<file path="config.mk">
export PLATFORM = sky130hd
export DESIGN_NAME = sbda_bus_fabric
export DESIGN_NICKNAME = d
export VERILOG_FILES = /design/src/logic/sbda_addr_decode.v /design/src/logic/sbda_bus_fabric.v
export VERILOG_INCLUDE_DIRS = /design/src /design/src/logic
export SDC_FILE = /design/constraint.sdc
export NUM_CORES = 1
export LEC_CHECK = 0
export BUFFER_PORTS_ARGS = -buffer_cell sky130_fd_sc_hd__buf_4
export CELL_PAD_IN_SITES_DETAIL_PLACEMENT = 0
export CELL_PAD_IN_SITES_GLOBAL_PLACEMENT = 1
export CORE_AREA = 2 2 250 252
export CTS_BUF_LIST = sky130_fd_sc_hd__clkbuf_16
export DETAILED_ROUTE_END_ITERATION = 12
export DIE_AREA = 0 0 252 254
export PLACE_DENSITY = 0.56
export SETUP_SLACK_MARGIN = 0.4
export SYNTH_ARGS = -nofsm -noshare
export SYNTH_HDL_FRONTEND = slang
export SYNTH_SLANG_ARGS = --single-unit
</file>
<file path="constraint.sdc">
create_clock -name ref_clk_in -period 3.12 [get_ports ref_clk_in]
set_clock_uncertainty 0.2 [all_clocks]
set_input_delay 0.936 -clock ref_clk_in [delete_from_list [all_inputs] [get_ports ref_clk_in]]
set_output_delay 0.936 -clock ref_clk_in [all_outputs]
set_load 0.03 [all_outputs]
</file>
<file path="src/logic/sbda_regs.vh">
// Address map, decode selects and timing-free constants of the bus fabric
`ifndef SBDA_REGS_VH
`define SBDA_REGS_VH

// ======================================================================
// Region bases and limits (limit is first address past the region)
`define SBDA_REMAP_BASE      32'h0000_0000
`define SBDA_REMAP_LIMIT     32'h0400_0000
`define SBDA_ROM_BASE        32'h07f0_0000
`define SBDA_ROM_LIMIT       32'h07f2_4000
`define SBDA_OTPREG_BASE     32'h07f4_0000
`define SBDA_OTPREG_LIMIT    32'h07f4_0100
`define SBDA_OTP_BASE        32'h07f8_0000
`define SBDA_OTP_LIMIT       32'h07f8_8000
`define SBDA_RAM_BASE        32'h07fc_0000
`define SBDA_RAM2_BASE       32'h07fc_4000
`define SBDA_RAM3_BASE       32'h07fc_7000
`define SBDA_RAM_LIMIT       32'h07fc_c000
`define SBDA_LLREG_BASE      32'h4000_0000
`define SBDA_RADIO_BASE      32'h4000_1000
`define SBDA_RADIO_LIMIT     32'h4000_4000
`define SBDA_SLP_BASE        32'h5000_0000
`define SBDA_SLP_LIMIT       32'h5000_0300
`define SBDA_SYSA_BASE       32'h5000_1000
`define SBDA_SYSA_LIMIT      32'h5000_1700
`define SBDA_SYSB_BASE       32'h5000_3000
`define SBDA_SYSB_LIMIT      32'h5000_3700
`define SBDA_TIM_BASE        32'h5000_4000
`define SBDA_TIM_LIMIT       32'h5000_4200
`define SBDA_PPB_BASE        32'he000_0000
`define SBDA_PPB_LIMIT       32'he010_0000

// ======================================================================
// Peripheral window geometry and boot remap offset mask
`define SBDA_WIN_LSB         8
`define SBDA_WIN_IDX_W       3
`define SBDA_OFS_MASK        32'h03ff_ffff

// ======================================================================
// AHB slave select indices
`define SBDA_NSLV            8
`define SBDA_SLV_ROM         3'h0
`define SBDA_SLV_OTPREG      3'h1
`define SBDA_SLV_OTP         3'h2
`define SBDA_SLV_RAM         3'h3
`define SBDA_SLV_LLREG       3'h4
`define SBDA_SLV_RADIO       3'h5
`define SBDA_SLV_PPB         3'h6
`define SBDA_SLV_APB         3'h7

// ======================================================================
// Boot remap codes
`define SBDA_REMAP_ROM       2'h0
`define SBDA_REMAP_OTP       2'h1
`define SBDA_REMAP_RAM       2'h2

// ======================================================================
// APB group codes by power domain
`define SBDA_GRP_NONE        2'h0
`define SBDA_GRP_SLP         2'h1
`define SBDA_GRP_SYS         2'h2
`define SBDA_GRP_TIM         2'h3

// ======================================================================
// AHB transfer encodings and master priority code
`define SBDA_HTRANS_IDLE     2'h0
`define SBDA_HTRANS_NONSEQ   2'h2
`define SBDA_PRIO_CPU        1'b0

`endif

</file>
<file path="src/logic/sbda_addr_decode.v">
// Combinational address decoder of the bus fabric
`timescale 1ns/100ps
`include "sbda_regs.vh"

module sbda_addr_decode (
  // Address and remap
  input  wire [31:0] addr_in,
  input  wire [1:0]  boot_remap_select_in,
  // Decode result
  output reg  [2:0]  slave_idx_out,
  output reg         hit_out,
  output reg  [1:0]  apb_group_out,
  output reg         apb_wide_out,
  output reg  [2:0]  apb_window_out,
  output reg  [1:0]  ram_bank_out,
  output reg  [31:0] phys_addr_out
);

  reg [31:0] a;

  always @* begin
    a = addr_in;
    if (addr_in < `SBDA_REMAP_LIMIT) begin
      case (boot_remap_select_in)
        `SBDA_REMAP_OTP: a = `SBDA_OTP_BASE | (addr_in & `SBDA_OFS_MASK);
        `SBDA_REMAP_RAM: a = `SBDA_RAM_BASE | (addr_in & `SBDA_OFS_MASK);
        default:         a = `SBDA_ROM_BASE | (addr_in & `SBDA_OFS_MASK);
      endcase
    end
    phys_addr_out  = a;
    slave_idx_out  = `SBDA_SLV_ROM;
    hit_out        = 1'b0;
    apb_group_out  = `SBDA_GRP_NONE;
    apb_wide_out   = 1'b0;
    apb_window_out = a[`SBDA_WIN_LSB+`SBDA_WIN_IDX_W-1:`SBDA_WIN_LSB];
    ram_bank_out   = 2'h0;
    if (a >= `SBDA_ROM_BASE && a < `SBDA_ROM_LIMIT) begin
      slave_idx_out = `SBDA_SLV_ROM;
      hit_out       = 1'b1;
    end else if (a >= `SBDA_OTPREG_BASE && a < `SBDA_OTPREG_LIMIT) begin
      slave_idx_out = `SBDA_SLV_OTPREG;
      hit_out       = 1'b1;
    end else if (a >= `SBDA_OTP_BASE && a < `SBDA_OTP_LIMIT) begin
      slave_idx_out = `SBDA_SLV_OTP;
      hit_out       = 1'b1;
    end else if (a >= `SBDA_RAM_BASE && a < `SBDA_RAM_LIMIT) begin
      slave_idx_out = `SBDA_SLV_RAM;
      hit_out       = 1'b1;
      if (a >= `SBDA_RAM3_BASE)
        ram_bank_out = 2'h2;
      else if (a >= `SBDA_RAM2_BASE)
        ram_bank_out = 2'h1;
      else
        ram_bank_out = 2'h0;
    end else if (a >= `SBDA_LLREG_BASE && a < `SBDA_RADIO_BASE) begin
      slave_idx_out = `SBDA_SLV_LLREG;
      hit_out       = 1'b1;
    end else if (a >= `SBDA_RADIO_BASE && a < `SBDA_RADIO_LIMIT) begin
      slave_idx_out = `SBDA_SLV_RADIO;
      hit_out       = 1'b1;
    end else if (a >= `SBDA_SLP_BASE && a < `SBDA_SLP_LIMIT) begin
      slave_idx_out = `SBDA_SLV_APB;
      hit_out       = 1'b1;
      apb_group_out = `SBDA_GRP_SLP;
    end else if (a >= `SBDA_SYSA_BASE && a < `SBDA_SYSA_LIMIT) begin
      slave_idx_out = `SBDA_SLV_APB;
      hit_out       = 1'b1;
      apb_group_out = `SBDA_GRP_SYS;
    end else if (a >= `SBDA_SYSB_BASE && a < `SBDA_SYSB_LIMIT) begin
      slave_idx_out = `SBDA_SLV_APB;
      hit_out       = 1'b1;
      apb_group_out = `SBDA_GRP_SYS;
    end else if (a >= `SBDA_TIM_BASE && a < `SBDA_TIM_LIMIT) begin
      slave_idx_out = `SBDA_SLV_APB;
      hit_out       = 1'b1;
      apb_group_out = `SBDA_GRP_TIM;
      apb_wide_out  = 1'b1;
    end else if (a >= `SBDA_PPB_BASE && a < `SBDA_PPB_LIMIT) begin
      slave_idx_out = `SBDA_SLV_PPB;
      hit_out       = 1'b1;
    end
  end

endmodule // sbda_addr_decode

</file>
<file path="src/logic/sbda_bus_fabric.v">
// Bus fabric: two-master arbiter, address decode and peripheral bridges
`timescale 1ns/100ps
`include "sbda_regs.vh"

module sbda_bus_fabric (
  // Clock and reset
  input  wire        ref_clk_in,
  input  wire        rst_b_in,
  // Control
  input  wire        bus_master_priority_sel_in,
  input  wire [1:0]  boot_remap_select_in,
  // Core master
  input  wire [1:0]  cpu_htrans_in,
  input  wire [31:0] cpu_haddr_in,
  input  wire        cpu_hwrite_in,
  input  wire [2:0]  cpu_hsize_in,
  input  wire [31:0] cpu_hwdata_in,
  // DMA master
  input  wire [1:0]  dma_htrans_in,
  input  wire [31:0] dma_haddr_in,
  input  wire        dma_hwrite_in,
  input  wire [2:0]  dma_hsize_in,
  input  wire [31:0] dma_hwdata_in,
  // Master answers
  output reg         cpu_hgrant_out,
  output reg         dma_hgrant_out,
  output reg         hready_out,
  output reg         hresp_out,
  output reg  [31:0] hrdata_out,
  // AHB slave side
  output reg  [7:0]  hsel_out,
  output reg  [31:0] haddr_out,
  output reg         hwrite_out,
  output reg  [2:0]  hsize_out,
  output reg  [1:0]  htrans_out,
  output reg  [31:0] hwdata_out,
  output reg  [1:0]  ram_bank_sel_out,
  input  wire [255:0] slv_hrdata_in,
  input  wire [7:0]  slv_hreadyout_in,
  input  wire [7:0]  slv_hresp_in,
  // Peripheral buses
  output reg  [7:0]  nar_psel_out,
  output reg  [1:0]  nar_domain_out,
  output reg  [7:0]  wide_psel_out,
  output reg         penable_out,
  output reg         pwrite_out,
  output reg  [15:0] paddr_out,
  output reg  [31:0] pwdata_out,
  input  wire [15:0] nar_prdata_in,
  input  wire [31:0] wide_prdata_in,
  input  wire        pready_in
);

  // ====================================================================
  // Bridge states
  localparam [1:0] ST_IDLE   = 2'h0;
  localparam [1:0] ST_SETUP  = 2'h1;
  localparam [1:0] ST_ACCESS = 2'h2;
  localparam [1:0] ST_ERR    = 2'h3;

  reg        own_dma_q;
  reg        dphase_q;
  reg        dsel_err_q;
  reg [2:0]  dslv_q;
  reg        dapb_q;
  reg        dwide_q;
  reg [1:0]  st_q;
  reg [1:0]  grp_q;
  reg [2:0]  win_q;
  reg        wide_q;
  reg [15:0] paddr_q;

  wire        cpu_req = cpu_htrans_in[1];
  wire        dma_req = dma_htrans_in[1];
  wire        busy    = dphase_q;
  wire        own_nx;
  wire [1:0]  m_trans = own_dma_q ? dma_htrans_in : cpu_htrans_in;
  wire [31:0] m_addr  = own_dma_q ? dma_haddr_in  : cpu_haddr_in;
  wire        m_write = own_dma_q ? dma_hwrite_in : cpu_hwrite_in;
  wire [2:0]  m_size  = own_dma_q ? dma_hsize_in  : cpu_hsize_in;
  wire [31:0] m_wdata = own_dma_q ? dma_hwdata_in : cpu_hwdata_in;
  wire        take    = m_trans[1] && hready_out;

  wire [2:0]  dec_slv;
  wire        dec_hit;
  wire [1:0]  dec_grp;
  wire        dec_wide;
  wire [2:0]  dec_win;
  wire [1:0]  dec_bank;
  wire [31:0] dec_addr;

  sbda_addr_decode u_dec (
    .addr_in              (m_addr),
    .boot_remap_select_in (boot_remap_select_in),
    .slave_idx_out        (dec_slv),
    .hit_out              (dec_hit),
    .apb_group_out        (dec_grp),
    .apb_wide_out         (dec_wide),
    .apb_window_out       (dec_win),
    .ram_bank_out         (dec_bank),
    .phys_addr_out        (dec_addr)
  );

  // ====================================================================
  // Arbiter
  // Priority bit picks winner
  assign own_nx = (cpu_req && dma_req) ? (bus_master_priority_sel_in != `SBDA_PRIO_CPU) :
                  dma_req ? 1'b1 : cpu_req ? 1'b0 : own_dma_q;

  always @(posedge ref_clk_in or negedge rst_b_in) begin
    if (!rst_b_in) begin
      own_dma_q      <= 1'b0;
      cpu_hgrant_out <= 1'b1;
      dma_hgrant_out <= 1'b0;
    end else if (hready_out && !take && !busy) begin
      own_dma_q      <= own_nx;
      cpu_hgrant_out <= !own_nx;
      dma_hgrant_out <= own_nx;
    end
  end

  // ====================================================================
  // Address phase capture and AHB slave drive
  genvar g;
  wire [31:0] slv_rd [0:`SBDA_NSLV-1];
  generate
    for (g = 0; g < `SBDA_NSLV; g = g + 1) begin : g_rd
      assign slv_rd[g] = slv_hrdata_in[g*32+31:g*32];
    end
  endgenerate

  wire d_ahb = dphase_q && !dapb_q && !dsel_err_q;

  always @(posedge ref_clk_in or negedge rst_b_in) begin
    if (!rst_b_in) begin
      dphase_q   <= 1'b0;
      dsel_err_q <= 1'b0;
      dslv_q     <= `SBDA_SLV_ROM;
      dapb_q     <= 1'b0;
      dwide_q    <= 1'b0;
      hsel_out   <= 8'h00;
      haddr_out  <= 32'h0000_0000;
      hwrite_out <= 1'b0;
      hsize_out  <= 3'h0;
      htrans_out <= `SBDA_HTRANS_IDLE;
      hwdata_out <= 32'h0000_0000;
      ram_bank_sel_out <= 2'h0;
    end else begin
      hwdata_out <= m_wdata;
      if (hready_out) begin
        dphase_q   <= take;
        dsel_err_q <= take && !dec_hit;
        dslv_q     <= dec_slv;
        dapb_q     <= take && dec_hit && (dec_slv == `SBDA_SLV_APB);
        dwide_q    <= dec_wide;
        hsel_out   <= (take && dec_hit && dec_slv != `SBDA_SLV_APB) ? (8'h01 << dec_slv) : 8'h00;
        haddr_out  <= dec_addr;
        hwrite_out <= m_write;
        hsize_out  <= m_size;
        htrans_out <= (take && dec_hit && dec_slv != `SBDA_SLV_APB) ? `SBDA_HTRANS_NONSEQ
                                                                    : `SBDA_HTRANS_IDLE;
        ram_bank_sel_out <= dec_bank;
      end else if (d_ahb) begin
        htrans_out <= `SBDA_HTRANS_IDLE;
      end
    end
  end

  // ====================================================================
  // Peripheral bridges and response
  // Two bridges share one sequencer
  always @(posedge ref_clk_in or negedge rst_b_in) begin
    if (!rst_b_in) begin
      st_q           <= ST_IDLE;
      grp_q          <= `SBDA_GRP_NONE;
      win_q          <= 3'h0;
      wide_q         <= 1'b0;
      paddr_q        <= 16'h0000;
      nar_psel_out   <= 8'h00;
      wide_psel_out  <= 8'h00;
      nar_domain_out <= `SBDA_GRP_NONE;
      penable_out    <= 1'b0;
      pwrite_out     <= 1'b0;
      paddr_out      <= 16'h0000;
      pwdata_out     <= 32'h0000_0000;
      hready_out     <= 1'b1;
      hresp_out      <= 1'b0;
      hrdata_out     <= 32'h0000_0000;
    end else begin
      case (st_q)
        ST_IDLE: begin
          hresp_out <= 1'b0;
          if (hready_out && take && !dec_hit) begin
            st_q       <= ST_ERR;
            hready_out <= 1'b0;
            hresp_out  <= 1'b1;
            hrdata_out <= 32'h0000_0000;
          end else if (hready_out && take && dec_slv == `SBDA_SLV_APB) begin
            st_q       <= ST_SETUP;
            hready_out <= 1'b0;
            grp_q      <= dec_grp;
            win_q      <= dec_win;
            wide_q     <= dec_wide;
            paddr_q    <= dec_addr[15:0];
            pwrite_out <= m_write;
          end else if (hready_out && take) begin
            // Data phase of a memory slave holds the master until the slave answers
            hready_out <= 1'b0;
          end else if (d_ahb && !hready_out) begin
            hready_out <= slv_hreadyout_in[dslv_q];
            hresp_out  <= slv_hresp_in[dslv_q];
            hrdata_out <= slv_rd[dslv_q];
          end else begin
            hready_out <= 1'b1;
          end
        end
        ST_SETUP: begin
          // Write data taken here is hwdata_out as registered at the address phase edge, not the data-phase word
          pwdata_out <= hwdata_out;
          paddr_out  <= paddr_q;
          if (wide_q) begin
            wide_psel_out <= 8'h01 << win_q;
          end else begin
            nar_psel_out   <= 8'h01 << win_q;
            nar_domain_out <= grp_q;
          end
          st_q <= ST_ACCESS;
        end
        ST_ACCESS: begin
          penable_out <= 1'b1;
          if (penable_out && pready_in) begin
            penable_out   <= 1'b0;
            nar_psel_out  <= 8'h00;
            wide_psel_out <= 8'h00;
            hready_out    <= 1'b1;
            hrdata_out    <= wide_q ? wide_prdata_in : {16'h0000, nar_prdata_in};
            st_q          <= ST_IDLE;
          end
        end
        ST_ERR: begin
          hready_out <= 1'b1;
          st_q       <= ST_IDLE;
        end
        default: begin
          st_q <= ST_IDLE;
        end
      endcase
    end
  end

endmodule // sbda_bus_fabric

</file>
==> reports/summary.log, run 1 <==
qor: floorplanning.die-height 254 um
qor: setup_path.critical_path.max_fanout 18
qor: grt.grt_overflow 0
qor: clocking.ctsLongestPathBuffers 3
qor: timing.final-max-slew-violation-count 0
qor: power_and_ir_drop.vdd_ir_drop_max 0.5135 mV
qor: synth.post_synth_main_area_contributors sky130_fd_sc_hd__dfrtp_1 (44%), sky130_fd_sc_hd__mux4_2 (13%), sky130_fd_sc_hd__mux2_2 (6.6%), sky130_fd_sc_hd__nand2_1 (6.3%), sky130_fd_sc_hd__mux2i_1 (5.7%)
qor: timing.worst-slew-pin-transition 1124 ps
qor: clocking.worst_setup_hold_path_clk_slew 50 ps
qor: synth.yosys_most_used_dff sky130_fd_sc_hd__dfrtp_1
qor: synth.synth.cell_area 11750 um^2
qor: clocking.clock_latency 570 ps
qor: floorplanning.std_cell_rows 91
qor: worst_hold_path.min_path_type primary input to asynchronous set/reset pin
qor: routing.drtIter0Drc 561
qor: grt.globalRouteTotalUtil 16.54%
qor: floorplanning.boundaryPins 650
qor: clocking.tritoncts built
qor: routing.routed_via_density 4.475
qor: timing.hold_violation_count_in_the_final_report 0
qor: grt.grt_pass1_vias 12450
qor: floorplanning.coreArea 61260 um^2
qor: final_layout.nFillCells 6372
qor: floorplanning.chipWidth 252 um
qor: setup_path.crit_buf_inv 4
qor: grt.pin_count_of_the_biggest_net_entering_global_routing 60
qor: synth.ys_ff_latch 210
qor: synth.post_synth_and_or_nand_nor_area_fraction 13.28%
qor: power_and_ir_drop.leakage 9.293 nW
qor: timing.setup_total_negative_slack 0 ps
qor: synth.share_of_yosys_cell_area_claimed_by_the_top_area_cell_type 44.29%
qor: synth.synth_top_family_by_area multiplexers
qor: placement.io_buffer_count 645
qor: synth.synth-seq-area-share 44.74%
qor: grt.first_pass_grt_wire_length 80290 um
qor: synth.synth_top_cell_by_area sky130_fd_sc_hd__dfrtp_1
qor: synth.synth.mux.area_fraction 25.35%
qor: synth.synth_cell_types 64
qor: clocking.tritoncts.num_buffers 29
qor: job.drv.max_cap_violation_count 0
qor: floorplanning.dieArea 64010 um^2
qor: setup_path.arrival 3270 ps
qor: setup_path.data_required_time_at_the_worst_endpoint 3410 ps
qor: synth.async_flop_share 100.0%
qor: setup_path.timing.critical_path.mode_cell sky130_fd_sc_hd__buf_4
qor: routing.wirelength 56920 um
qor: final_layout.number_of_nets_in_the_finished_design 2300
qor: final_layout.total_area_of_multi_input_combinational_cells 6422 um^2
qor: timing.rsz0062_at_grt yes
qor: setup_path.timing.critical_path.slowest_stage_cell sky130_fd_sc_hd__dfrtp_4
qor: setup_path.timing.critical_path.cells buf_4 > nor3b_1 > buf_4 > o22ai_4 > nor3_2 > buf_4 > o31ai_4 > nand2_4 > buf_12 > or2_2 > a31oi_1
qor: routing.drt_pre_antenna_iters 5
qor: synth.synthAdderAreaFrac 0.2129%
qor: synth.synth_area_in_xor_xnor 0%
qor: final_layout.area_growth_syn_to_layout 67.22%
qor: outcome.outcome finished clean
qor: synth.mappedNetlistNets 1590
qor: grt.number_of_antenna_violations_at_the_first_check_in_global_routing 1
qor: floorplanning.initial_core_util 19.18%
qor: power_and_ir_drop.power.density 833.5 nW/um^2
qor: placement.finalWeightedCongestion 0.8320
qor: setup_path.worst_r2r_startpoint own_dma_q$_DFFE_PN0P_
qor: timing.setup_viol 0
qor: placement.dp_hpwl 44220 um
qor: setup_path.path_class flop to flop
qor: placement.dp_cells 2572
qor: final_layout.post_route_cells_drive_above_1_share 54.34%
qor: final_layout.sequential_cell_area 5271 um^2
qor: routing.detailroute.via_count 11840
qor: clocking.clk_root_buffer_cell sky130_fd_sc_hd__clkbuf_16
qor: final_layout.finish.cell_count_without_fillers 2645
qor: clocking.clock_sink_count 210
qor: synth.synthesis.area_per_instance 10.47 um^2
qor: routing.wl_per_cell 21.52 um
qor: synth.synth.yosys.warnings 0
qor: setup_path.worst_path_dominant_cell_family compound AO/OA/AOI/OAI gates
qor: timing.clock.fmax 334.6 MHz
qor: synth.compound_gate_fraction_of_synth_area 12.83%
qor: synth.ys_top_cells_by_count sky130_fd_sc_hd__dfrtp_1 (208), sky130_fd_sc_hd__nand2_1 (196), sky130_fd_sc_hd__nor2_1 (94)
qor: routing.drc_errors 0
qor: setup_path.crit_path_start own_dma_q$_DFFE_PN0P_
qor: timing.relSlewSlack 24.72%
qor: synth.post_synth_inst_count 1122
qor: setup_path.start_kind flop
qor: synth.cell_with_the_most_instances_after_synthesis sky130_fd_sc_hd__dfrtp_1
qor: setup_path.max_stage_delay 560 ps
qor: setup_path.setup.worst_path.end_class flop
qor: synth.synth-edff-count 0
qor: final_layout.insertedDiodeCount 0
qor: routing.final_antenna_net_count 0
qor: clocking.h_tree_levels 1
qor: timing.finalWorstPathRequiredPeriod 2988 ps
qor: timing.final_min_period_over_clock_period 95.79%
==> placed cells by master, fill, tap and decap left out, types with 5 or more instances in the layout <==
master	Yosys	layout
sky130_fd_sc_hd__a31oi_1	12	10
sky130_fd_sc_hd__o21ai_0	31	22
sky130_fd_sc_hd__dfrtp_1	208	204
sky130_fd_sc_hd__buf_4	4	748
sky130_fd_sc_hd__mux2i_1	67	67
sky130_fd_sc_hd__nor4_1	6	5
sky130_fd_sc_hd__mux4_2	68	68
sky130_fd_sc_hd__nand4_1	5	5
sky130_fd_sc_hd__nand2_1	196	194
sky130_fd_sc_hd__nand2b_1	7	6
sky130_fd_sc_hd__and2_1	6	6
sky130_fd_sc_hd__a21oi_1	86	83
sky130_fd_sc_hd__buf_12	0	13
sky130_fd_sc_hd__a21o_1	7	7
sky130_fd_sc_hd__o211ai_1	17	17
sky130_fd_sc_hd__a22oi_1	34	32
sky130_fd_sc_hd__clkinv_1	0	9
sky130_fd_sc_hd__o21ai_1	9	15
sky130_fd_sc_hd__clkbuf_16	0	32
sky130_fd_sc_hd__nor3_1	14	9
sky130_fd_sc_hd__mux2_2	69	69
sky130_fd_sc_hd__nor2_1	94	92
sky130_fd_sc_hd__inv_1	9	16
==> layout make-up <==
class / instances / share of cell area, %
Clock inverter: 25 / 0.6495
Timing Repair Buffer: 772 / 30.95
Inverter: 9 / 0.1719
Sequential cell: 210 / 26.83
Clock buffer: 29 / 3.693
Multi-Input combinational cell: 810 / 32.68
Tap cell: 790 / 5.030
==> flip-flops by register name, indices dropped and copies added, names as in the netlist, 2 cells and up <==
name	flops
pwdata_out	32
dslv_q	3
win_q	2
hwdata_out	32
st_q	2
hrdata_out	32
haddr_out	32
hsize_out	3
wide_psel_out	8
hsel_out	8
ram_bank_sel_out	2
grp_q	2
nar_psel_out	8
paddr_out	16
nar_domain_out	2
paddr_q	14
==> per-stage QoR <==
| step | cell area [um^2] | total power [mW] | worst slack [ps] | hold WS, ps | utilization (%) |
|---|---|---|---|---|---|
| after CTS | 19370 | 16.45 | 106.2 | 94.56 | 31.63 |
| after detailed placement | 18270 | 13.23 | -342.9 | 252.7 | 29.83 |
| after global routing | 19650 | 17.43 | 17.13 | 115.5 | 32.08 |
| after global placement | 18270 | 13.19 | -328.7 | 249.2 | 29.83 |
| after floorplan | 11880 | 9.513 | -67.73 | 231.1 | - |
| final | 19650 | 16.38 | 131.5 | 111.6 | 32.08 |
==> cells by family (layout without fill, tap and decap cells) <==
| kind of cell | count (synthesis) | in the layout |
|---|---|---|
| buffers and inverters | 102 | 835 |
| flip-flops | 210 | 210 |
| multiplexers | 204 | 204 |
| AND/OR/NAND/NOR | 364 | 364 |
| adder cells (fa/ha/maj) | 2 | 2 |
| AO/OA/AOI/OAI | 239 | 239 |
| other | 1 | 1 |
==> report_power, final <==
group / leakage, nW / switching, mW / internal, mW
registers: 2.62 / 0.606 / 3.61
clock network: 0.444 / 1.31 / 1.68
logic: 6.23 / 5.32 / 3.85
==> worst paths after layout <==
kind | to | slack [ps] | cells after the start
worst min-delay path | pwdata_out[28]$_DFFE_PN0P_ | 110 | 1
min in group ref_clk_in | paddr_out[6]$_DFFE_PN0P_ | 260 | 2
worst min register to register | paddr_out[6]$_DFFE_PN0P_ | 260 | 2
worst max-delay path | hresp_out$_DFFE_PN0P_ | 130 | 11
max in group asynchronous | pwdata_out[10]$_DFFE_PN0P_ | 1830 | 2
worst max register to register | hresp_out$_DFFE_PN0P_ | 130 | 11
==> timing repair <==
action	in CTS	in global routing
endpoints found under the hold margin	0	0
pin swaps	4	16
gates resized for setup	27	24
setup buffers	6	6
endpoints found under the setup margin	66	67
gates cloned	2	5
hold buffers	0	0
==> routing by layer <==
metal  GRT usage, %  share of wire, %  vias up
li1               -                 -     5539
met1          20.84                41     5814
met2          28.52                50      433
met3          4.066               6.8       51
met4          3.669               2.0        0
met5              0                 0        -
No activity file was read; power rests on OpenSTA's default activity.
==> run 2: changes to the inputs <==
--- a/config.mk
+++ b/config.mk
@@ -14,6 +14,7 @@
 export DETAILED_ROUTE_END_ITERATION = 12
 export DIE_AREA = 0 0 252 254
 export PLACE_DENSITY = 0.56
+export RECOVER_POWER = 50
 export SETUP_SLACK_MARGIN = 0.4
 export SYNTH_ARGS = -nofsm -noshare
 export SYNTH_HDL_FRONTEND = slang
==> constraint.sdc (replaced) <==
create_clock -name ref_clk_in -period 3.7 [get_ports ref_clk_in]
set_clock_uncertainty 0.2 [all_clocks]
set_input_delay 1.11 -clock ref_clk_in [delete_from_list [all_inputs] [get_ports ref_clk_in]]
set_output_delay 1.11 -clock ref_clk_in [all_outputs]
set_load 0.03 [all_outputs]
==> reports/summary.log, run 2 (same netlist as run 1, synthesis figures left out) <==
qor: timing.rsz0062_at_grt no
qor: routing.final_antenna_net_count 0 [unchanged]
qor: clocking.clk_root_buffer_cell sky130_fd_sc_hd__clkbuf_16
qor: worst_hold_path.holdPathStages 2
qor: setup_path.data_required_time_at_the_worst_endpoint 3950 ps [+540 ps]
qor: power_and_ir_drop.vdd_ir_drop_max 0.4191 mV [-18%]
qor: grt.pin_count_of_the_biggest_net_entering_global_routing 79 [+32%]
qor: floorplanning.boundaryPins 650 [unchanged]
qor: timing.finalWorstPathRequiredPeriod 3214 ps [+225.2 ps]
qor: clocking.tritoncts built
qor: routing.wirelength 54310 um [-4.6%]
qor: setup_path.crit_buf_inv 1 [-3]
qor: power_and_ir_drop.net_switching_component_of_the_power 5.973 mW [-17%]
qor: placement.finalWeightedCongestion 0.7828 [-5.9%]
qor: clocking.ctsLongestPathBuffers 3 [unchanged]
qor: outcome.outcome finished, violations left
qor: grt.grt_pass1_vias 12130 [-2.5%]
qor: timing.clock.fmax 311.2 MHz [-7.0%]
qor: final_layout.post_route_cells_drive_above_1_share 50.31% [-4.0 points]
qor: routing.drc_errors 0 [unchanged]
qor: setup_path.critical_path.max_fanout 33 [+15]
qor: clocking.tritoncts.num_buffers 28 [-3.4%]
qor: setup_path.timing.critical_path.slowest_stage_cell sky130_fd_sc_hd__clkbuf_1
qor: timing.finalWorstSetupSlack 486.3 ps [+354.8 ps]
qor: power_and_ir_drop.power.density 725.1 nW/um^2 [-13%]
qor: floorplanning.coreArea 61260 um^2 [unchanged]
qor: clocking.clock_sink_count 210 [unchanged]
qor: placement.dp_hpwl 42610 um [-3.7%]
qor: power_and_ir_drop.power.sequential.fraction 26.4% [+0.7 points]
qor: setup_path.worstReg2RegEnd nar_psel_out[2]$_DFFE_PN0P_
qor: routing.detailroute.via_count 11470 [-3.1%]
qor: floorplanning.dieArea 64010 um^2 [unchanged]
qor: clocking.worst_setup_hold_path_clk_slew 60 ps [about the same]
qor: job.drv.max_cap_violation_count 5 [+5]
qor: routing.drtIter0Drc 628 [+12%]
qor: setup_path.cp_num_cells 4 [-7]
qor: setup_path.max_stage_delay 1370 ps [+810 ps]
qor: final_layout.final_common_cell sky130_fd_sc_hd__buf_4
qor: power_and_ir_drop.power.switching_fraction 44.13% [-0.065 points]
qor: clocking.clock_latency 580 ps [about the same]
qor: grt.grt_overflow 0 [unchanged]
qor: setup_path.worst_r2r_startpoint st_q[1]$_DFFE_PN0P_
qor: outcome.failed_checks capacitance limit, slew limit
qor: power_and_ir_drop.leakage 8.817 nW [-5.1%]
qor: timing.final-max-slew-violation-count 234 [+234]
qor: timing.hold_violation_count_in_the_final_report 0 [unchanged]
qor: setup_path.start_kind flop
qor: grt.globalRouteTotalUtil 15.97% [-0.57 points]
qor: clocking.h_tree_levels 1 [unchanged]
qor: setup_path.worst_path_dominant_cell_family buffers and inverters
qor: setup_path.crit_path_start st_q[1]$_DFFE_PN0P_
qor: timing.worst-slew-pin-transition 1916 ps [+792.0 ps]
qor: timing.relSlewSlack -27.74% [-52 points]
qor: worst_hold_path.min_path_type flop to flop
qor: timing.holdWs 264.7 ps [+153.1 ps]
qor: setup_path.path_class flop to flop
qor: placement.pre_cts_slack -12.99 ps [+330.0 ps]
qor: power_and_ir_drop.power.share.clock 19.3% [+1.0 points]
qor: routing.routed_via_density 4.459 [-0.36%]
qor: clocking.cts_hold_buf 0 [unchanged]
qor: setup_path.setup.worst_path.end_class flop
qor: routing.drt_pre_antenna_iters 5 [unchanged]
qor: placement.io_buffer_count 645 [unchanged]
qor: setup_path.capture_point_of_the_worst_path nar_psel_out[2]$_DFFE_PN0P_
qor: routing.wl_per_cell 21.11 um [-1.9%]
qor: floorplanning.die-height 254 um [unchanged]
qor: final_layout.area_growth_syn_to_layout 58.85%
qor: floorplanning.initial_core_util 19.18% [unchanged]
qor: setup_path.r2r_setup_slack 490 ps [+350 ps]
qor: final_layout.insertedDiodeCount 0 [unchanged]
qor: final_layout.commonest_cells_after_routing_fill_and_taps_aside sky130_fd_sc_hd__buf_4 (685), sky130_fd_sc_hd__dfrtp_1 (204), sky130_fd_sc_hd__nand2_1 (196)
qor: timing.setup_viol 0 [unchanged]
qor: grt.number_of_antenna_violations_at_the_first_check_in_global_routing 1 [unchanged]
qor: timing.final_min_period_over_clock_period 86.86% [-8.9 points]
qor: power_and_ir_drop.internal_power 7.562 mW [-17%]
qor: power_and_ir_drop.share_comb_of_total_power 54.3% [-1.7 points]
qor: floorplanning.chipWidth 252 um [unchanged]
qor: grt.first_pass_grt_wire_length 77720 um [-3.2%]
qor: setup_path.r2r.worst_path.cells 4 [-7]
qor: final_layout.number_of_nets_in_the_finished_design 2231 [-3.0%]
qor: setup_path.arrival 3460 ps [+190 ps]
qor: setup_path.timing.critical_path.cells nor2b_4 > clkbuf_1 > nor3_1 > mux2_2
qor: floorplanning.std_cell_rows 91 [unchanged]
[run 2: cell types whose count changed in the layout (fill, tap and decap cells not counted), sizes merged]
cell,change
buf,-77
clkbuf,+8
inv,-7
bufinv,+2
clkinv,+2
[run 2: how the worst min path moves through the flow]
stage / end / startpoint / slack, ps
4_1_cts: hsize_out[2]$_DFFE_PN0P_ / rst_b_in / 260
5_1_grt: paddr_out[8]$_DFFE_PN0P_ / paddr_out[8]$_DFFE_PN0P_ / 280
2_1_floorplan: paddr_out[11]$_DFFE_PN0P_ / paddr_q[11]$_DFFE_PN0P_ / 230
3_5_place_dp: paddr_out[1]$_DFFE_PN0P_ / paddr_q[1]$_DFFE_PN0P_ / 250
6_report: pwdata_out[2]$_DFFE_PN0P_ / hwdata_out[2]$_DFF_PN0_ / 260
3_3_place_gp: paddr_out[15]$_DFFE_PN0P_ / paddr_q[15]$_DFFE_PN0P_ / 250
[run 2: worst register-to-register path, cell delays in order, from the launching register on]
cell,delay (ps)
sky130_fd_sc_hd__dfrtp_1,490
sky130_fd_sc_hd__nor2b_4,340
sky130_fd_sc_hd__clkbuf_1,1380
sky130_fd_sc_hd__nor3_1,300
sky130_fd_sc_hd__mux2_2,380
[run 2: what timing repair did]
item / in CTS / in global routing
setup buffers: 0 / 3
setup endpoints to repair: 0 / 35
gates resized for setup: 0 / 4
[run 2: power groups by stage]
stage | logic, mW | clock network, mW | registers (mW)
global placement | 7.25 | 0 | 3.64
floorplan | 3.25 | 0 | 4.76
global route | 7.91 | 2.82 | 3.68
CTS | 7.31 | 2.73 | 3.64
detailed placement | 7.29 | 0 | 3.67
finish | 7.35 | 2.61 | 3.58
[run 2: cell type report]
| type | instances | area, um^2 |
|---|---|---|
| sequential | 210 | 5268 |
| multi-input combinational | 810 | 6150 |
| inverter | 9 | 33.78 |
| tap | 790 | 988.4 |
| clock buffer | 28 | 700.7 |
| clock inverter | 22 | 176.4 |
| timing repair buffer | 704 | 5350 |
| fill | 6429 | 42590 |
[run 2: metrics by stage]
step | std cells | power, mW | TNS (ps) | cell area [um^2] | util (%)
finish | 2573 | 13.54 | 0 | 18670 | 30.47
global route | 2573 | 14.42 | 0 | 18670 | 30.47
CTS | 2569 | 13.68 | 0 | 18640 | 30.43
detailed placement | 2519 | 10.96 | -20.86 | 17760 | 28.99
global placement | 2519 | 10.90 | 0 | 17760 | 28.99
floorplan | 1122 | 8.007 | 0 | 11800 | -
[run 2: per-layer routing]
metal	part of all wire, %	vias up	GRT usage (%)
met3	7.4	68	4.200
met2	50	423	27.48
met5	0.024	-	0
met4	2.2	2	4.108
met1	40	5594	19.79
li1	-	5386	-
==> run 3: changes to the inputs <==
--- a/config.mk
+++ b/config.mk
@@ -10,7 +10,7 @@
 export CELL_PAD_IN_SITES_DETAIL_PLACEMENT = 0
 export CELL_PAD_IN_SITES_GLOBAL_PLACEMENT = 1
 export CORE_AREA = 2 2 250 252
-export CTS_BUF_LIST = sky130_fd_sc_hd__clkbuf_16
+export CTS_BUF_LIST = sky130_fd_sc_hd__clkbuf_4 sky130_fd_sc_hd__clkbuf_8 sky130_fd_sc_hd__clkbuf_16
 export DETAILED_ROUTE_END_ITERATION = 12
 export DIE_AREA = 0 0 252 254
 export PLACE_DENSITY = 0.56
==> reports/summary.log, run 3 (same netlist as run 1, synthesis figures left out) <==
qor: final_layout.area_growth_syn_to_layout 59.58%
qor: routing.routed_via_density 4.463 [about the same]
qor: final_layout.layout.core_utilization 30.61% [+0.14 points]
qor: clocking.clk_root_buffer_cell sky130_fd_sc_hd__clkbuf_16
qor: timing.setup_viol 0 [unchanged]
qor: clocking.h_tree_levels 1 [unchanged]
qor: routing.drt_pre_antenna_iters 5 [unchanged]
qor: outcome.failed_checks capacitance limit, slew limit
qor: floorplanning.boundaryPins 650 [unchanged]
qor: grt.number_of_antenna_violations_at_the_first_check_in_global_routing 1 [unchanged]
qor: clocking.clock_sink_count 210 [unchanged]
qor: setup_path.max_stage_delay 1370 ps [about the same]
qor: setup_path.worst_path_dominant_cell_family buffers and inverters
qor: grt.globalRouteTotalUtil 15.98% [about the same]
qor: floorplanning.die-height 254 um [unchanged]
qor: timing.rsz0062_at_grt yes
qor: setup_path.data_required_time_at_the_worst_endpoint 3940 ps [about the same]
qor: routing.detailroute.via_count 11480 [+0.087%]
qor: final_layout.number_of_nets_in_the_finished_design 2231 [unchanged]
qor: grt.grt_overflow 0 [unchanged]
qor: floorplanning.std_cell_rows 91 [unchanged]
qor: setup_path.timing.critical_path.slowest_stage_cell sky130_fd_sc_hd__clkbuf_1
qor: final_layout.final_common_cell sky130_fd_sc_hd__buf_4
qor: power_and_ir_drop.power.total 13.74 mW [+1.5%]
qor: final_layout.finish.cell_count_without_fillers 2573 [unchanged]
qor: routing.drc_errors 0 [unchanged]
qor: floorplanning.initial_core_util 19.18% [unchanged]
qor: placement.finalWeightedCongestion 0.7828 [unchanged]
qor: power_and_ir_drop.power.density 732.7 nW/um^2 [+1.0%]
qor: timing.clock.fmax 310.2 MHz [-0.32%]
qor: setup_path.crit_buf_inv 1 [unchanged]
qor: power_and_ir_drop.leakage 8.862 nW [+0.52%]
qor: grt.first_pass_grt_wire_length 77760 um [about the same]
qor: clocking.clock_latency 580 ps [about the same]
qor: placement.dp_cells 2519 [unchanged]
qor: placement.dp_hpwl 42610 um [unchanged]
qor: final_layout.commonest_cells_after_routing_fill_and_taps_aside sky130_fd_sc_hd__buf_4 (687), sky130_fd_sc_hd__dfrtp_1 (204), sky130_fd_sc_hd__nand2_1 (196)
qor: grt.pin_count_of_the_biggest_net_entering_global_routing 79 [unchanged]
qor: setup_path.path_class flop to flop
qor: clocking.tritoncts built
qor: routing.drtIter0Drc 573 [-8.8%]
qor: job.drv.max_cap_violation_count 5 [unchanged]
qor: clocking.cts_hold_buf 0 [unchanged]
qor: timing.relSlewSlack -25.23% [+2.5 points]
qor: clocking.worst_setup_hold_path_clk_slew 60 ps [about the same]
qor: setup_path.timing.critical_path.cells nor2b_4 > clkbuf_1 > nor3_1 > mux2_2
qor: timing.holdWs 264.7 ps [+0.003000 ps]
qor: setup_path.critical_path.max_fanout 33 [unchanged]
qor: setup_path.arrival 3460 ps [about the same]
qor: timing.final-max-slew-violation-count 235 [+0.43%]
qor: timing.finalWorstPathRequiredPeriod 3224 ps [+10.34 ps]
qor: clocking.ctsLongestPathBuffers 3 [unchanged]
qor: setup_path.setup.worst_path.end_class flop
qor: routing.wl_per_cell 21.12 um [about the same]
qor: timing.worst-slew-pin-transition 1878 ps [-37.70 ps]
qor: final_layout.post_route_cells_drive_above_1_share 51.04% [+0.73 points]
qor: power_and_ir_drop.vdd_ir_drop_max 0.4196 mV [+0.12%]
qor: final_layout.insertedDiodeCount 0 [unchanged]
qor: final_layout.sequential_cell_area 5268 um^2 [unchanged]
qor: final_layout.nFillCells 6425 [-0.062%]
qor: placement.io_buffer_count 645 [unchanged]
qor: grt.grt_pass1_vias 12160 [+0.26%]
qor: final_layout.total_area_of_multi_input_combinational_cells 6150 um^2 [unchanged]
qor: routing.final_antenna_net_count 0 [unchanged]
qor: clocking.tritoncts.num_buffers 28 [unchanged]
qor: timing.hold_violation_count_in_the_final_report 0 [unchanged]
qor: timing.final_min_period_over_clock_period 87.14% [+0.28 points]
qor: worst_hold_path.min_path_type flop to flop
qor: routing.wirelength 54330 um [about the same]
qor: floorplanning.coreArea 61260 um^2 [unchanged]
qor: floorplanning.dieArea 64010 um^2 [unchanged]
qor: outcome.outcome finished, violations left
qor: setup_path.start_kind flop
qor: floorplanning.chipWidth 252 um [unchanged]
-- run 3: changes by cell type in the layout (fill, tap and decap cells not counted) --
| cell | delta |
|---|---|
| sky130_fd_sc_hd__inv_1 | -3 |
| sky130_fd_sc_hd__clkbuf_8 | +8 |
| sky130_fd_sc_hd__clkbuf_4 | +4 |
| sky130_fd_sc_hd__buf_4 | +2 |
| sky130_fd_sc_hd__clkinv_1 | -8 |
| sky130_fd_sc_hd__clkbuf_1 | -2 |
| sky130_fd_sc_hd__buf_12 | -1 |
-- run 3: final timing paths --
kind                                          from                           to  slack [ps]  cells past startpoint
min                        hwdata_out[2]$_DFF_PN0_    pwdata_out[2]$_DFFE_PN0P_         260                      2
min reg2reg                hwdata_out[2]$_DFF_PN0_    pwdata_out[2]$_DFFE_PN0P_         260                      2
max                            st_q[1]$_DFFE_PN0P_  nar_psel_out[2]$_DFFE_PN0P_         480                      4
max reg2reg                    st_q[1]$_DFFE_PN0P_  nar_psel_out[2]$_DFFE_PN0P_         480                      4
max in group asynchronous                 rst_b_in        dslv_q[0]$_DFFE_PN0P_         720                      2
min in group asynchronous                 rst_b_in      hsel_out[7]$_DFFE_PN0P_         790                      1
-- run 3: timing repair --
action | CTS | global route
hold endpoints to repair | 0 | 0
setup buffers | 0 | 3
endpoints found under the setup margin | 0 | 35
gates resized for setup | 0 | 4
-- run 3: metrics by stage --
stage	instance area, um^2	TNS [ps]	setup slack (ps)
after detailed placement	17760	-20.86	-12.99
after global routing	18750	0	201.0
after CTS	18730	0	481.9
final	18750	0	476.0
after global placement	17760	0	47.66
after floorplan	11800	0	338.0
-- run 3: worst reg2reg max path: stages (launching register included) --
cell                       delay (ps)
sky130_fd_sc_hd__dfrtp_1          490
sky130_fd_sc_hd__nor2b_4          340
sky130_fd_sc_hd__clkbuf_1        1380
sky130_fd_sc_hd__nor3_1           310
sky130_fd_sc_hd__mux2_2           380
-- run 3: layer usage --
layer	track usage [%]	wire [um]	vias up
met4	4.277	1277	2
met2	27.49	27070	424
li1	-	-	5395
met1	19.76	21990	5589
met3	4.138	3984	73
met5	0	13	-
-- run 3: cell type report --
class                   instances  area share, %
clock buffers                  39          4.444
clock inverters                11         0.7206
inverters                       9         0.1801
multi-input cells             810          32.79
flip-flops and latches        210          28.09
well taps                     790          5.271
repair buffers                704          28.50
-- run 3: power breakdown --
part / internal, mW / total, mW / switching (mW)
clock: 1.71 / 2.82 / 1.11
sequential: 3.04 / 3.58 / 0.540
combinational: 3.02 / 7.35 / 4.32
total: 7.77 / 13.7 / 5.97
